## config.mk

```make
export PLATFORM = sky130hd
export DESIGN_NAME = npt_core
export DESIGN_NICKNAME = d
export VERILOG_FILES = /design/src/npt_pkg.sv /design/src/npt_core.sv /design/src/npt_stack_mem.sv
export SDC_FILE = /design/constraint.sdc
export NUM_CORES = 1
export LEC_CHECK = 0
export CAP_MARGIN = 20
export CORE_AREA = 3 3 108 110
export CTS_CLUSTER_SIZE = 16
export DETAILED_ROUTE_END_ITERATION = 8
export DIE_AREA = 0 0 111 113
export DONT_BUFFER_PORTS = 1
export PLACE_DENSITY = 0.86
export REMOVE_ABC_BUFFERS = 1
export SYNTH_ARGS = -nofsm -noshare
export SYNTH_HDL_FRONTEND = slang
export SYNTH_HIERARCHICAL = 1
export SYNTH_SLANG_ARGS = --single-unit
```

## constraint.sdc

```tcl
create_clock -name mclk -period 5.2 [get_ports mclk]
set_input_delay 1.04 -clock mclk [delete_from_list [all_inputs] [get_ports mclk]]
set_output_delay 1.04 -clock mclk [all_outputs]
set_load 0.03 [all_outputs]
```

## src/npt_pkg.sv

```systemverilog
// constants for the nibble pair transfer execution block
// Behaviour
// - opcode 1001110011 reads timer four, one cycle
// - timer high nibble to b, low to a
// - opcode 1001111001 reads conversion result, one cycle
// - mode zero: result 9..6 to b, 5..2 to a
// - mode one: result 7..4 to b, 3..0 to a
// - mode taken from control register bit 3
// - opcode 0000101010 reads spill pair, one cycle
// - spill high nibble to b, low to a
// - 0010 plus page reads rom table, three cycles
// - rom word unpacked into pointer, b and a
// - push pc, fetch, restore pc, pop pointer
package npt_pkg;
  localparam logic [9:0] OP_READ_TIMER_FOUR = 10'h273;
  localparam logic [9:0] OP_READ_CONVERSION = 10'h279;
  localparam logic [9:0] OP_READ_SPILL_PAIR = 10'h02A;
  localparam logic [3:0] OP_READ_ROM_TABLE  = 4'h2;
  localparam int         COMPARE_MODE_POS   = 3;
  localparam int         PC_W               = 13;
  localparam int         SP_W               = 3;
  localparam int         STACK_DEPTH        = 8;
  localparam logic [3:0] NIB_RST            = 4'h0;
  localparam logic [2:0] PTR_RST            = 3'h0;
  localparam logic [PC_W-1:0] PC_RST        = 13'h0000;
  localparam logic [SP_W-1:0] SP_RST        = 3'h7;

  typedef enum logic [1:0] {
    NPT_IDLE  = 2'b00,
    NPT_FETCH = 2'b01,
    NPT_LOAD  = 2'b10
  } npt_state_e;
endpackage

```

## src/npt_core.sv

```systemverilog
// execution of the four nibble pair transfer instructions
`timescale 1ns/1ps
module npt_core (
  // clock and reset
  input  wire logic                      mclk,
  input  wire logic                      sys_rst,
  // instruction issue
  input  wire logic                      instr_valid,
  input  wire logic [9:0]                instr_word,
  input  wire logic [npt_pkg::PC_W-1:0]  pc_in,
  // sources
  input  wire logic [7:0]                timer_four_count,
  input  wire logic [9:0]                conv_result,
  input  wire logic [3:0]                conv_control_reg,
  input  wire logic [7:0]                spill_pair,
  input  wire logic [3:0]                acc_in,
  input  wire logic [2:0]                rom_pointer_in,
  // rom port
  output logic      [npt_pkg::PC_W-1:0]  rom_addr,
  input  wire logic [9:0]                rom_data,
  // results
  output logic      [3:0]                acc_out,
  output logic      [3:0]                high_half_out,
  output logic      [2:0]                rom_pointer_bits,
  output logic                           acc_b_we,
  output logic                           pointer_we,
  output logic                           busy,
  output logic                           done,
  output logic      [npt_pkg::SP_W-1:0]  stack_pointer,
  output logic      [npt_pkg::PC_W-1:0]  program_counter,
  output logic                           carry_we,
  output logic                           skip_next
);
  npt_pkg::npt_state_e      state_r;
  npt_pkg::npt_state_e      state_nxt;
  logic [npt_pkg::PC_W-1:0] saved_pc;
  logic [npt_pkg::PC_W-1:0] table_pc;
  logic [npt_pkg::SP_W-1:0] push_slot;
  logic                     push_en;
  logic                     single_en;
  logic                     load_now;
  logic [7:0]               pair_nxt;

  // ********************************
  // decode helpers
  // ********************************
  function automatic logic is_table(input logic [9:0] w);
    is_table = (w[9:6] == npt_pkg::OP_READ_ROM_TABLE);
  endfunction

  // single-cycle transfers need all ten bits to match
  function automatic logic is_single(input logic [9:0] w);
    is_single = (w == npt_pkg::OP_READ_TIMER_FOUR)
             || (w == npt_pkg::OP_READ_CONVERSION)
             || (w == npt_pkg::OP_READ_SPILL_PAIR);
  endfunction

  // page on top, pointer and accumulator below, all thirteen bits used
  function automatic logic [npt_pkg::PC_W-1:0] table_addr(
    input logic [5:0] page,
    input logic [2:0] ptr,
    input logic [3:0] acc
  );
    table_addr = {page, ptr, acc};
  endfunction

  // mode one keeps the low byte, mode zero drops the two lsbs
  function automatic logic [7:0] conv_pair(
    input logic [9:0] res,
    input logic       cmp
  );
    if (cmp) begin
      conv_pair = res[7:0];
    end else begin
      conv_pair = res[9:2];
    end
  endfunction

  assign push_en   = instr_valid && (state_r == npt_pkg::NPT_IDLE)
                     && is_table(instr_word);
  assign single_en = instr_valid && (state_r == npt_pkg::NPT_IDLE)
                     && is_single(instr_word);
  assign load_now  = (state_r == npt_pkg::NPT_LOAD);
  assign push_slot = stack_pointer + 3'h1;
  assign table_pc  = table_addr(instr_word[5:0], rom_pointer_in, acc_in);

  // source byte for the one-cycle transfers
  always_comb begin
    pair_nxt = 8'h00;
    case (instr_word)
      npt_pkg::OP_READ_TIMER_FOUR: begin
        pair_nxt = timer_four_count;
      end
      npt_pkg::OP_READ_CONVERSION: begin
        pair_nxt = conv_pair(conv_result,
          conv_control_reg[npt_pkg::COMPARE_MODE_POS]);
      end
      npt_pkg::OP_READ_SPILL_PAIR: begin
        pair_nxt = spill_pair;
      end
      default: begin
        pair_nxt = 8'h00;
      end
    endcase
  end

  // one level of the store is borrowed; overflow is software's job
  npt_stack_mem u_stack (
    .mclk    (mclk),
    .wr_en   (push_en),
    .wr_addr (push_slot),
    .wr_data (pc_in),
    .rd_addr (stack_pointer),
    .rd_data (saved_pc)
  );

  // ********************************
  // sequencer
  // ********************************
  always_comb begin
    state_nxt = state_r;
    case (state_r)
      npt_pkg::NPT_IDLE: begin
        if (push_en) begin
          state_nxt = npt_pkg::NPT_FETCH;
        end
      end
      npt_pkg::NPT_FETCH: state_nxt = npt_pkg::NPT_LOAD;
      npt_pkg::NPT_LOAD:  state_nxt = npt_pkg::NPT_IDLE;
      default:            state_nxt = npt_pkg::NPT_IDLE;
    endcase
  end

  always_ff @(posedge mclk or posedge sys_rst) begin
    if (sys_rst) begin
      state_r <= npt_pkg::NPT_IDLE;
    end else begin
      state_r <= state_nxt;
    end
  end

  always_ff @(posedge mclk or posedge sys_rst) begin
    if (sys_rst) begin
      busy <= 1'b0;
    end else begin
      busy <= (state_nxt != npt_pkg::NPT_IDLE);
    end
  end

  // ********************************
  // stack and program counter
  // ********************************
  always_ff @(posedge mclk or posedge sys_rst) begin
    if (sys_rst) begin
      stack_pointer <= npt_pkg::SP_RST;
    end else if (push_en) begin
      stack_pointer <= push_slot;
    end else if (load_now) begin
      stack_pointer <= stack_pointer - 3'h1;
    end
  end

  // pc points at the table word while the fetch runs
  always_ff @(posedge mclk or posedge sys_rst) begin
    if (sys_rst) begin
      program_counter <= npt_pkg::PC_RST;
    end else if (push_en) begin
      program_counter <= table_pc;
    end else if (load_now) begin
      program_counter <= saved_pc;
    end
  end

  // rom word must stand at the edge that leaves the load state
  always_ff @(posedge mclk or posedge sys_rst) begin
    if (sys_rst) begin
      rom_addr <= npt_pkg::PC_RST;
    end else if (push_en) begin
      rom_addr <= table_pc;
    end
  end

  // ********************************
  // register loads
  // ********************************
  always_ff @(posedge mclk or posedge sys_rst) begin
    if (sys_rst) begin
      high_half_out <= npt_pkg::NIB_RST;
    end else if (load_now) begin
      high_half_out <= rom_data[7:4];
    end else if (single_en) begin
      high_half_out <= pair_nxt[7:4];
    end
  end

  always_ff @(posedge mclk or posedge sys_rst) begin
    if (sys_rst) begin
      acc_out <= npt_pkg::NIB_RST;
    end else if (load_now) begin
      acc_out <= rom_data[3:0];
    end else if (single_en) begin
      acc_out <= pair_nxt[3:0];
    end
  end

  // the top pointer bit is always cleared by the table read
  always_ff @(posedge mclk or posedge sys_rst) begin
    if (sys_rst) begin
      rom_pointer_bits <= npt_pkg::PTR_RST;
    end else if (load_now) begin
      rom_pointer_bits <= {1'b0, rom_data[9:8]};
    end
  end

  // strobes last one cycle; requests while busy raise none
  always_ff @(posedge mclk or posedge sys_rst) begin
    if (sys_rst) begin
      acc_b_we <= 1'b0;
      done     <= 1'b0;
    end else begin
      acc_b_we <= load_now || single_en;
      done     <= load_now || single_en;
    end
  end

  always_ff @(posedge mclk or posedge sys_rst) begin
    if (sys_rst) begin
      pointer_we <= 1'b0;
    end else begin
      pointer_we <= load_now;
    end
  end

  // none of these instructions touch carry or skip
  always_ff @(posedge mclk or posedge sys_rst) begin
    if (sys_rst) begin
      carry_we  <= 1'b0;
      skip_next <= 1'b0;
    end else begin
      carry_we  <= 1'b0;
      skip_next <= 1'b0;
    end
  end
endmodule

```

## src/npt_stack_mem.sv

```systemverilog
// return address stack store with registered read port
`timescale 1ns/1ps
module npt_stack_mem (
  // clock
  input  wire logic                        mclk,
  // write port
  input  wire logic                        wr_en,
  input  wire logic [npt_pkg::SP_W-1:0]    wr_addr,
  input  wire logic [npt_pkg::PC_W-1:0]    wr_data,
  // read port
  input  wire logic [npt_pkg::SP_W-1:0]    rd_addr,
  output logic      [npt_pkg::PC_W-1:0]    rd_data
);
  logic [npt_pkg::PC_W-1:0] mem_r [npt_pkg::STACK_DEPTH];

  always_ff @(posedge mclk) begin
    if (wr_en) begin
      mem_r[wr_addr] <= wr_data;
    end
  end

  always_ff @(posedge mclk) begin
    rd_data <= mem_r[rd_addr];
  end
endmodule

```

==> run metrics, run 1 <==
Die W=111 um; DR vias=3321; H-tree depth=4; Leakage=2.81 nW; drt drc=0; Slew HR=34.1%; RSZ-0062 raised after global routing=no; antenna violations before repair=1; largest net degree at the start of global routing=39; Worst Reg-to-Reg Cells=5; CTS resizes=0; clock skew=8.81 ps; post-synthesis area per instance=17.7 um^2; Final Power=3.65 mW; sequential fraction of the synthesis area=69.4%; initial DRC count=270; Clock Latency Late Sink=520 ps; worst-path cell chain=nor3b_1 -> nand3_1 -> inv_2 -> nand2_1 -> nor2_1 -> buf_4; Tmin final=3500 ps; GRT Total Usage=23.2%; die area=12500 um^2; final WL=13.7 mm; Worst EP arrival=3720 ps; Rows=38; critical path startpoint category=primary input; clock sinks=161; CP endpoint kind=flop; Peak VDD IR=0.301 mV; Bufs on Longest Clock Path=2; root buffer cell=clkbuf_8; Power Density=507 nW/um^2; final period utilization=67.3%; Port Buffer Count=0; TritonCTS Buffers=17; grt total ovfl=0; DP HPWL=9.12 mm; Slew Limit Fails=0; Vias/cell=6.27; Seq cells post-synth=161; critical path peak fanout=25; critical path class=in2reg; critical path's slowest cell=nor2_1; synthesized cell area=6460 um^2; Routed Antenna Nets=0; maxcap violations=0; NumNets Final=451; synthesis-to-layout area growth=11.4%; final hold viol count=0; Setup TNS=0 ps; Yosys cell types=42; first drt pass iteration count=4; first-pass GRT wire length=21.4 mm; Hold Buf Count CTS=0; Max stage delay on crit path=660 ps; Initial Util=59.9%; share of cells above drive strength 1=17.5%; final setup fails=0; Synth Instances=366; most common cell after layout, fill and taps aside=edfxtp_1; Clk pin slew, worst setup/hold paths=70 ps; upper clock frequency limit=0.286 GHz; I/O pin count=119; Avg WL per Cell=25.9 um; status=finished, final reports clean; setup repair bufs after CTS=0; commonest non-fill, non-tap cells in the layout=edfxtp_1 (104), dfrtp_1 (41), mux2i_1 (30), nand2_1 (28), mux4_1 (24); # fillers=696; CTS tree=done; chip height=113 um; Core Region=10800 um^2; Syn. warnings=6; actual slew at the worst max-slew pin=988 ps; Worst Hold Class=in2async; vias in the first global route=3575; R2R setup slack=1740 ps; gpl congestion=0.926; CP required=5420 ps
synthesized netlist by cell type:
library cell / n / area, um^2
mux4_1: 24 / 631
ha_1: 2 / 25.0
buf_6: 4 / 45.0
a211oi_1: 1 / 7.51
mux2_2: 13 / 146
or2_2: 1 / 6.26
mux4_2: 2 / 45.0
nand3b_1: 1 / 7.51
and2b_2: 1 / 8.76
edfxtp_1: 104 / 3120
a21oi_1: 2 / 10.0
dfrtp_1: 41 / 1030
o2111ai_2: 1 / 15.0
conb_1: 1 / 3.75
o21ai_0: 3 / 15.0
nand2_2: 1 / 6.26
nor3_2: 1 / 10.0
o2bb2ai_1: 8 / 70.1
nand3_1: 1 / 5.00
buf_4: 6 / 45.0
buf_2: 3 / 15.0
inv_1: 5 / 18.8
nor2_1: 9 / 33.8
mux2i_1: 30 / 300
a22oi_1: 9 / 67.6
xor2_1: 1 / 8.76
nor3_1: 3 / 15.0
a21o_1: 7 / 52.6
dfstp_2: 3 / 78.8
nor2b_1: 1 / 6.26
a221o_1: 7 / 70.1
and2_1: 7 / 43.8
inv_2: 1 / 3.75
dfxtp_1: 13 / 260
o21ai_1: 3 / 15.0
clkbuf_1: 6 / 22.5
nor3b_1: 1 / 7.51
xnor2_1: 3 / 26.3
nand2_1: 28 / 105
nand2b_1: 5 / 31.3
buf_1: 2 / 7.51
nor4b_4: 1 / 23.8
logic make-up after synthesis:
logic type	after synthesis	synth area share, %
DFF	161	69.4
muxes	69	17.4
and+or+nand+nor	61	4.80
AOI/OAI and AO/OA	41	4.99
buffers and inverters	27	2.44
xor gates and xnor gates	4	0.542
adders and majority gates	2	0.387
other	1	0.0580
sequential cells by signal (all words and copies together) (netlist names):
name and cells:
acc_out 4, busy 1, done 1, high_half_out 4, pointer_we 1, program_counter 13
rom_addr 13, rom_pointer_bits 2, stack_pointer 3, state_r 2, u_stack/mem_r 104, u_stack/rd_data 13
report_power, final:
| part | internal (mW) | switching (mW) | leakage (nW) |
|---|---|---|---|
| clock network | 0.728 | 0.505 | 0.306 |
| logic | 0.305 | 0.187 | 0.919 |
| registers | 1.53 | 0.395 | 1.59 |
| total | 2.56 | 1.09 | 2.81 |
metrics by stage:
stage / setup WS (ps) / cell area, um^2 / utilization (%) / hold slack (ps) / cells
final: 1700 / 7200 / 66.7 / 285 / 530
after global routing: 1440 / 7200 / 66.7 / 257 / 530
after CTS: 1760 / 7200 / 66.7 / 258 / 529
after detailed placement: 1290 / 6590 / 61.1 / 457 / 497
after global placement: 1430 / 6590 / 61.1 / 447 / 497
after floorplan: 1700 / 6340 / - / 435 / 347
path summary, 6_finish.rpt:
check / endpoint / from
setup / recovery: u_stack/mem_r[7][7] / instr_valid
hold / removal: program_counter[3] / sys_rst
setup reg to reg: u_stack/mem_r[7][7] / stack_pointer[0]
hold reg to reg: program_counter[4] / u_stack/rd_data[4]
max in group asynchronous: stack_pointer[0] / sys_rst
min in group mclk: program_counter[4] / u_stack/rd_data[4]
cell type report:
class	count	area, um^2	share of cell area [%]
sequential	161	4490	62.3
multi-input combinational	180	1830	25.4
clock buffer	23	533	7.40
tap	140	175	2.43
clock inverter	9	75.1	1.04
timing repair buffer	10	75.1	1.04
inverter	6	22.5	0.313
antenna	1	2.50	0.0347
per-layer routing:
| metal | part of all wire, % | routed length, um | vias to the layer above | global-route usage (%) |
|---|---|---|---|---|
| met2 | 50 | 6900 | 163 | 37.9 |
| li1 | - | - | 1450 | - |
| met4 | 2.4 | 324 | 0 | 8.78 |
| met3 | 9.1 | 1250 | 23 | 9.95 |
| met5 | 0 | 0 | - | 0 |
| met1 | 38 | 5280 | 1685 | 27.7 |
critical path, delay by kind of cell:
kind                   cells  cell delay, ps
buffers and inverters      2             900
and+or+nand+nor            4            1780
Power figures use the tool's default switching activity.
==> inputs of run 2 (changes only) <==
- ABC_AREA: not set -> 1
- CORE_AREA: 3 3 108 110 -> 3 3 114 116
- DIE_AREA: 0 0 111 113 -> 0 0 117 119
- clock period: 5.2 -> 3.3 ns (I/O delays scaled with it)
==> run metrics, run 2 <==
final hold viol count=0; Leakage=3.77 nW; clock sinks=161; ranking of synthesized cells by area=edfxtp_1 (43%), dfrtp_1 (14%), nand2_1 (14%), nand3_1 (7.9%), inv_1 (6.6%); Routed Antenna Nets=0; grt total ovfl=0; Max stage delay on crit path=570 ps; Yosys cell types=30; Worst Reg-to-Reg Cells=8; first-pass GRT wire length=23.4 mm; DP HPWL=9.76 mm; commonest non-fill, non-tap cells in the layout=nand2_1 (271), inv_1 (126), nand3_1 (114), edfxtp_1 (104), dfrtp_1 (41); antenna violations before repair=0; Initial Util=60.1%; most frequent cell after synthesis=nand2_1; R2R Path End=u_stack/mem_r[3][8]; post-synthesis area per instance=9.35 um^2; Synth Instances=772; Slew Limit Fails=0; TritonCTS Buffers=17; Hold Buf Count CTS=0; Post-Synth Adder-Cell Area=0.347%; Core Region=12000 um^2; largest family of logic cells by synthesized area=simple AND/OR/NAND/NOR gates; Final Power=6.10 mW; NumNets Final=851; RR Startpoint=state_r[0]; upper clock frequency limit=0.446 GHz; Largest register FFs=104; setup repair bufs after CTS=0; status=finished, final reports clean; share of cells above drive strength 1=8.24%; first drt pass iteration count=4; post-synth top area share=43.3%; most common cell after layout, fill and taps aside=nand2_1; Clk pin slew, worst setup/hold paths=60 ps; Commonest cells post-synth=nand2_1 (271), inv_1 (127), nand3_1 (114), edfxtp_1 (104), dfrtp_1 (41); Vias/cell=5.39; critical path class=reg2out; Die W=117 um; chip height=119 um; synthesis-to-layout area growth=9.29%; initial DRC count=383; Port Buffer Count=0; # fillers=877; vias in the first global route=4812; Slew HR=39.6%; Tmin final=2240 ps; drt drc=0; CTS resizes=0; post-synthesis mux area share=0%; Worst Hold Class=in2async; Syn. warnings=6; CTS tree=done; critical path peak fanout=54; die area=13900 um^2; Setup TNS=0 ps; Crit path max-delay family=flip-flops; synthesized cell area=7220 um^2; maxcap violations=0; Post-synth ARST share=27.3%; I/O pin count=119; CP required=2640 ps; final setup fails=0; Peak VDD IR=0.576 mV; Biggest register=u_stack/mem_r; Rows=40; actual slew at the worst max-slew pin=905 ps; Most used DFF post-synth=edfxtp_1; final period utilization=68.0%; Buf/Inv on CP=1; Clock Latency Late Sink=430 ps; Power Density=774 nW/um^2; critical path's slowest cell=dfstp_2; sequential fraction of the synthesis area=62.2%; DP Cell Count=904; Simple-Gate Fraction of Synth Area=25.7%; met3 routed WL=1.45 mm; Worst EP arrival=1580 ps; largest net degree at the start of global routing=55; Compound-Gate Fraction of Synth Area=0.971%; leading area contributor after synthesis=edfxtp_1; wire length on met2=7.37 mm; critical path startpoint category=flop; Highest Signal Layer=met4; Avg WL per Cell=16.4 um; R2R setup slack=1080 ps; clock skew=6.87 ps; Metal-1 WL=6.17 mm; GRT Total Usage=22.5%; antenna diode count=0; worst-path cell chain=buf_4; gpl congestion=0.813; Bufs on Longest Clock Path=2; final std cells w/o fill=936; H-tree depth=4; EDFF count, synth=104; DR vias=5042; root buffer cell=clkbuf_16; Post-Synth XOR/XNOR Area=0.364%; RSZ-0062 raised after global routing=no; final WL=15.3 mm; CP endpoint kind=output pin; Seq cells post-synth=161
==> run 2: power by group <==
| group | internal [mW] | total [mW] | switching (mW) |
|---|---|---|---|
| combinational | 0.393 | 1.35 | 0.961 |
| clock | 1.26 | 2.00 | 0.739 |
| sequential | 2.40 | 2.75 | 0.354 |
| total | 4.05 | 6.10 | 2.05 |
==> run 2: logic make-up (layout without fill, tap and decap cells) <==
kind of cell,after synthesis,in the layout
AOI/OAI and AO/OA,14,14
xor gates and xnor gates,3,3
buffers and inverters,165,180
adders and majority gates,2,2
DFF,161,161
and+or+nand+nor,426,426
other,1,3
==> run 2: per-stage QoR <==
step / setup slack (ps) / utilization, % / hold slack, ps / instance area [um^2]
final: 1060 / 65.7 / 309 / 7890
after global routing: 900 / 65.7 / 300 / 7890
after global placement: 814 / 60.7 / 430 / 7290
after CTS: 1050 / 65.7 / 310 / 7890
after detailed placement: 770 / 60.7 / 434 / 7290
after floorplan: 543 / - / 426 / 6980
==> run 2: cell type report <==
cell class	count	area (um^2)	share of cell area, %
clock buffers	21	440	5.58
clock inverters	11	163	2.06
inverters	132	505	6.41
multi-input cells	448	1990	25.2
flip-flops and latches	161	4490	56.9
well taps	147	184	2.33
repair buffers	16	120	1.52
==> run 2: worst max-delay path by stage <==
| stage | startpoint | end | cells after the start |
|---|---|---|---|
| finish | stack_pointer[0] | stack_pointer[0] | 1 |
| global route | state_r[0] | u_stack/mem_r[4][8] | 8 |
| CTS | stack_pointer[0] | stack_pointer[0] | 1 |
| detailed placement | instr_word[9] | u_stack/mem_r[3][4] | 7 |
| global placement | instr_word[9] | u_stack/mem_r[3][4] | 7 |
| floorplan | stack_pointer[0] | u_stack/mem_r[4][0] | 5 |
==> run 2: routing by layer <==
layer / vias to the layer above / track usage [%]
li1: 2432 / -
met1: 2350 / 27.1
met2: 230 / 36.2
met3: 30 / 8.43
met4: 0 / 9.18
met5: - / 0
==> run 2: worst register-to-register path: cells and delay by family, from the launching register on <==
kind / cells / cell delay [ps]
simple gates: 5 / 910
buf+inv: 3 / 630
flops: 1 / 380
